<file path="config.mk">
export PLATFORM = sky130hd
export DESIGN_NAME = pms_status
export DESIGN_NICKNAME = d
export VERILOG_FILES = /design/src/hdl/pms_pkg.sv /design/src/hdl/pms_sync_if.sv /design/src/hdl/pms_pin_sync.sv /design/src/hdl/pms_status.sv
export SDC_FILE = /design/constraint.sdc
export NUM_CORES = 1
export LEC_CHECK = 0
export ABC_CLOCK_PERIOD_IN_PS = 2050
export BUFFER_PORTS_ARGS = -buffer_cell sky130_fd_sc_hd__clkbuf_2
export CORE_UTILIZATION = 44
export DETAILED_ROUTE_END_ITERATION = 12
export HOLD_SLACK_MARGIN = 0.15
export PLACE_DENSITY_LB_ADDON = 0.15
export SYNTH_ARGS = -nofsm -noshare
export SYNTH_HDL_FRONTEND = slang
export SYNTH_SLANG_ARGS = --single-unit
</file>
<file path="constraint.sdc">
create_clock -name CLK -period 2.05 [get_ports CLK]
set_input_delay 0.41 -clock CLK [delete_from_list [all_inputs] [get_ports CLK]]
set_output_delay 0.41 -clock CLK [all_outputs]
set_load 0.05 [all_outputs]
</file>
<file path="src/hdl/pms_pkg.sv">
package pms_pkg;
	localparam logic [7:0] PMS_OFFSET = 8'h0f;
	localparam logic [7:0] PMS_RESET = 8'h00;
	localparam int PMS_ALERT_BIT = 5;
	localparam int PMS_ATTACH_BIT = 4;
	localparam int PMS_CHG_BIT = 3;
	localparam int PMS_EM_BIT = 2;
	localparam int PMS_STEP_LSB = 0;
	localparam int PMS_CUR_W = 8;
	localparam logic [1:0] PMS_STEP_NONE = 2'h0;
endpackage

</file>
<file path="src/hdl/pms_sync_if.sv">
`timescale 1ns/1ps
`default_nettype none
interface pms_sync_if;
	logic alert_n;
	logic attach_n;
	logic alert_low;
	logic attach_low;
	modport src (output alert_n, output attach_n,
		input alert_low, input attach_low);
	modport dst (input alert_n, input attach_n,
		output alert_low, output attach_low);
endinterface
`default_nettype wire

</file>
<file path="src/hdl/pms_pin_sync.sv">
`timescale 1ns/1ps
`default_nettype none
// Three stages; a level is accepted once stages two and three agree
module pms_pin_sync (
	input wire logic clk,
	input wire logic rst,
	pms_sync_if.dst sif
);
	logic [2:0] al_r;
	logic [2:0] at_r;
	logic al_low_r;
	logic at_low_r;
	always_ff @(posedge clk or posedge rst) begin
		if (rst) begin
			al_r <= 3'h7;
			at_r <= 3'h7;
			al_low_r <= 1'b0;
			at_low_r <= 1'b0;
		end else begin
			al_r <= {al_r[1:0], sif.alert_n};
			at_r <= {at_r[1:0], sif.attach_n};
			if (al_r[1] == al_r[2])
				al_low_r <= ~al_r[2];
			if (at_r[1] == at_r[2])
				at_low_r <= ~at_r[2];
		end
	end
	assign sif.alert_low = al_low_r;
	assign sif.attach_low = at_low_r;
endmodule
`default_nettype wire

</file>
<file path="src/hdl/pms_status.sv">
`timescale 1ns/1ps
`default_nettype none
module pms_status (
	input wire logic CLK,
	input wire logic RST,
	input wire logic ALERT_OUT_N,
	input wire logic ATTACH_OUT_N,
	input wire logic [7:0] BUS_CURRENT,
	input wire logic [7:0] CHARGING_CURRENT_THRESHOLD,
	input wire logic ACTIVE_STATE,
	input wire logic EMULATING,
	input wire logic [1:0] EMULATION_PAIR_INDEX,
	input wire logic [7:0] REG_ADDR,
	input wire logic REG_RD,
	input wire logic REG_WR,
	input wire logic [7:0] REG_WDATA,
	output logic [7:0] REG_RDATA,
	output logic [7:0] PORT_MISC_STATUS
);
	pms_sync_if sif ();
	assign sif.alert_n = ALERT_OUT_N;
	assign sif.attach_n = ATTACH_OUT_N;
	pms_pin_sync u_sync (
		.clk(CLK),
		.rst(RST),
		.sif(sif)
	);

	logic charging_current_flag_r;
	logic emulation_running_flag_r;
	logic [1:0] emulation_pair_index_r;
	logic [7:0] rdata_r;
	wire logic chg_above = BUS_CURRENT > CHARGING_CURRENT_THRESHOLD;
	wire logic chg_below = BUS_CURRENT < CHARGING_CURRENT_THRESHOLD;
	wire logic em_nxt = ACTIVE_STATE & EMULATING;
	wire logic [1:0] step_nxt = em_nxt ? EMULATION_PAIR_INDEX :
		pms_pkg::PMS_STEP_NONE;
	wire logic sel = REG_ADDR == pms_pkg::PMS_OFFSET;
	wire logic [7:0] status;
	assign status = {2'h0,
		sif.alert_low,
		sif.attach_low,
		charging_current_flag_r,
		emulation_running_flag_r,
		emulation_pair_index_r};

	// Equal current holds the flag, giving hysteresis at the threshold
	always_ff @(posedge CLK or posedge RST) begin
		if (RST) begin
			charging_current_flag_r <= 1'b0;
			emulation_running_flag_r <= 1'b0;
			emulation_pair_index_r <= pms_pkg::PMS_STEP_NONE;
			rdata_r <= pms_pkg::PMS_RESET;
		end else begin
			if (chg_above)
				charging_current_flag_r <= 1'b1;
			else if (chg_below)
				charging_current_flag_r <= 1'b0;
			emulation_running_flag_r <= em_nxt;
			emulation_pair_index_r <= step_nxt;
			// Writes are ignored; there is no write path at all
			if (REG_RD)
				rdata_r <= sel ? status : 8'h00;
		end
	end
	assign REG_RDATA = rdata_r;
	assign PORT_MISC_STATUS = status;
endmodule
`default_nettype wire

</file>
# After elaboration in Yosys (flattened, before gate mapping)
# Cells that the tools add are included.
classes:
  n_mux: 4
  n_reduce_logical: 1
  n_lt_le_gt_ge: 2
  n_bitwise: 3
  eq_ne: 3
op_table:
  columns: ["operator", "count"]
  rows:
  - ["8-bit by 4-bit equality test with 1-bit output, second input constant", 1]
  - ["8-bit greater-than comparator", 1]
  - ["8-bit less-than comparator", 1]
  - ["6-bit 2-to-1 mux", 1]
  - ["1-bit equality test", 2]
  - ["1-bit 2-to-1 mux", 2]
  - ["2-bit 2-to-1 mux", 1]
  - ["1-bit inverter", 2]
  - ["2-bit nonzero test", 1]
  - ["1-bit AND", 1]
totals:
  reg_bits: 20
  out_inout_bits: 16

# Longest topological paths before layout
depth:
  depth_word: 3
  ltp_mapped: 6
  depth_no_buf: 6

# Modules after synthesis
# A second synthesis with hierarchy kept.
unflattened:
  hier_cells: 89
  area_unflattened_um2: 905.9
modules_own_cells:
  columns: ["mod", "cells_per_inst", "area_per_inst_um2", "n_inst"]
  rows:
  - ["pms_status", 74, 656.9, 1]
  - ["pms_pin_sync", 15, 249.0, 1]

# Worst setup path after synthesis
# Ideal clock, no wire load.
synth_path:
  path_type: "in2reg"
  from: "in CHARGING_CURRENT_THRESHOLD[7]"
  to: "reg charging_current_flag_r"
  setup_ns: 0.124
  setup_slack_ns: 0.695
  t_arrival_ns: 1.231
  required_time_ns: 1.926
  path_stages: 5
  path_buffers: 0
  cell_sequence: "inv_1 ha_1 nand4_1 or3_1 o31a_1"
synth_via:
  elab_chain_len: 2
  word_cells_on_any_way: 4
  cone_classes: "order compare (2); mux (1); reduce/logical (1)"
synth_rtl:
  columns: ["element", "line_no", "source"]
  rows:
  - ["start: declaration", "pms_status.sv:9", "input wire logic [7:0] CHARGING_CURRENT_THRESHOLD,"]
  - ["8-bit greater-than comparator / 8-bit less-than comparator (equally long branches)", "pms_status.sv:33, pms_status.sv:34", null]
  - ["1-bit 2-to-1 mux / 2-bit nonzero test (equally long branches)", null, null]
  - ["end signal: assignment", "pms_status.sv:50", "charging_current_flag_r <= 1'b0;"]
  - ["end signal: assignment", "pms_status.sv:56", "charging_current_flag_r <= 1'b1;"]
  - ["end signal: assignment", "pms_status.sv:58", "charging_current_flag_r <= 1'b0;"]
  - ["end: declaration", "pms_status.sv:29", "logic charging_current_flag_r;"]
# Several ways; a longest one is shown, not always the timed one.
# A chain may end at the register's enable or synchronous reset.

# Final worst setup path
layout_path:
  from: "reg u_sync.at_low_r, in the netlist u_sync.sif.attach_low"
  to: "out PORT_MISC_STATUS[4]"
layout_lines:
  columns: ["element", "line_no", "source"]
  rows:
  - ["start: declaration", "pms_pin_sync.sv:12", "logic at_low_r;"]
  - ["start signal: assignment", "pms_pin_sync.sv:25", "at_low_r <= ~at_r[2];"]
  - ["end: declaration", "pms_status.sv:18", "output logic [7:0] PORT_MISC_STATUS"]
# No word-level cell between the ends.

==> run summary <==
vias in the first global route = 585
Area Growth Syn to Fin = 26.6%
CP Cell Sequence = clkbuf_2
Post-CTS Hold Buffers = 0
Vias/cell = 4.47
most frequent cell after synthesis = inv_1
ys flop type = dfrtp_1
GP Congestion = 0.657
Mapped Cells = 87
Relative slew margins = 58.6%
dpl ws = 0.552 ns
pin count of the biggest net entering global routing = 19
#FFs+latches synth = 18
DR vias = 688
share of synthesized flip-flops with an asynchronous set or reset = 100%
worst hold path type = in -> async
critical path launch point type = flop
Levels on crit path = 1
PwrDens = 656 nW/um^2
post-route clock period utilization = 66.2%
Horiz. Die Dim = 46.9 microns
num rows = 15
CTS tree = yes
Total Routed Length = 1440 microns
die area = 2200 sq um
delay-heaviest family, CP = flip-flops
clock period minus final worst setup slack = 1.36 ns
EDFF count, synth = 0
Pleak = 0.623 nW
Core Area = 1800 sq um
first-pass GRT wire length = 2250 microns
Max Cap Viol = 0
clk sinks = 18
clock root buffer = clkbuf_4
initial antenna violation count = 0
Crit path largest cell delay = 0.38 ns
largest area contributor in the netlist = dfrtp_1
CTS HTree Levels = 1
crit path kind = reg -> out
grt ovf = 0
DR DRC count = 0
top-area cell type share of the netlist area = 33.9%
sequential area share after synthesis = 51.7%
required time of the worst setup path = 1.64 ns
Final #Nets = 180
Worst Path Max Fanout = 3
CTS Buffer Depth = 2
Setup Viol. Count Final = 0
clock latency on the worst-skew pair = 0.28 ns
postcts setup bufs = 0
Mapped Area = 886 sq um
Initial Util = 49.2%
ranking of synthesized cells by area = dfrtp_1 (34%), dfstp_2 (18%), ha_1 (11%)
PostCTS Resize Cnt = 0
Achievable Freq = 736 MHz
RSZ-0062 raised after global routing = false
io pins = 58
final setup TNS = 0 ns
Critical-path top delay cell = dfrtp_1
routed length per placed instance = 9.36 microns
worst vdd ir = 0.000686 V
CTS Buf Count = 3
clk slew on worst S/H paths = 0.09 ns
Post-DRT Antenna Nets = 0
crit path DAT = 0.95 ns
final worst slack = 0.692 ns
Power Total = 0.735 mW
Die Ht = 46.9 microns
Distinct cells, synth = 24
DRT Pass-1 Iters = 4
most frequent cells after synthesis = inv_1 (15), dfrtp_1 (12), nand2_1 (11)
Ys Warns = 0
Avg Cell Area, Syn = 10.2 sq um
number of diodes = 0
DP HPWL = 1240 microns
share of post-route cells with drive strength above 1 = 43.4%
IO Port Bufs = 44
worst-case reg-to-reg path depth = 3
Max Clock Skew = 0.00324 ns
Fillers = 183
all-layer global routing usage = 15.2%
Worst Path Buf+Inv = 1
status = complete, no violations
Final Hold Fails = 0
initial DRC count = 2
Worst Tran Pin Value = 0.621 ns
Worst Setup End Kind = output pin
Slew Limit Fails = 0
Hold WS = 0.168 ns
[layer usage]
layer | wire length [microns] | track usage, % | part of all wire, % | vias up
li1 | - | - | - | 362
met1 | 615 | 15.6 | 43 | 292
met2 | 720 | 28.3 | 50 | 34
met3 | 105 | 6.92 | 7.3 | 0
met4 | 0 | 3.43 | 0 | 0
met5 | 0 | 0 | 0 | -
[placed cells by master, fill, tap and decap left out, types with 2 or more instances in the layout]
master and count:
clkbuf_2 44, inv_1 15, dfrtp_1 12, nand2_1 11, ha_1 8, o22ai_1 6, dfstp_2 6, conb_1 4
o21ai_0 3, clkbuf_4 3, a21oi_1 2, and3_1 2
[per-stage QoR]
stage / cell area [sq um] / instances / utilization, %
floorplan: 897 / 90 / -
global placement: 1080 / 150 / 60.2
detailed placement: 1080 / 150 / 60.2
CTS: 1120 / 154 / 62.2
global route: 1120 / 154 / 62.2
finish: 1120 / 154 / 62.2
[report_power, final]
group | leakage [nW] | switching [mW] | internal, mW
clock | 0.0210 | 0.0975 | 0.108
sequential | 0.221 | 0.00921 | 0.375
combinational | 0.381 | 0.0940 | 0.0510
total | 0.623 | 0.201 | 0.534
[cells by family (layout without fill, tap and decap cells)]
kind of cell,Yosys count,count (layout),synth area share [%]
flops,18,18,51.7
buf+inv,24,63,13.6
fa+ha+maj,8,8,11.3
compound gates,14,14,9.75
simple gates,22,22,13.3
other cells,1,4,0.423
[flip-flops by register name (all words and copies together), names as in the netlist]
signal and cells:
charging_current_flag_r 1, u_sync.sif.attach_low 1, REG_RDATA 6, u_sync.at_r 3, emulation_pair_index_r 2, u_sync.al_r 3, u_sync.sif.alert_low 1, emulation_running_flag_r 1
[final timing paths]
check,start,end,slack (ns)
worst max-delay path,u_sync.sif.attach_low,PORT_MISC_STATUS[4],0.69
worst min-delay path,RST,u_sync.sif.attach_low,0.17
worst max register to register,charging_current_flag_r,charging_current_flag_r,0.97
worst min register to register,u_sync.at_r[0],u_sync.at_r[1],0.36
max in group asynchronous,RST,emulation_running_flag_r,1.48
min in group CLK,ATTACH_OUT_N,u_sync.at_r[0],0.20
[layout make-up]
type                    instances  area, sq um  share of cell area [%]
repair buffers                 44          220                    19.6
inverters                      15         56.3                    5.02
well taps                      25         31.3                    2.79
clock buffers                   4         36.3                    3.24
multi-input cells              48          319                    28.5
flip-flops and latches         18          458                    40.8
Power figures use the tool's default switching activity.
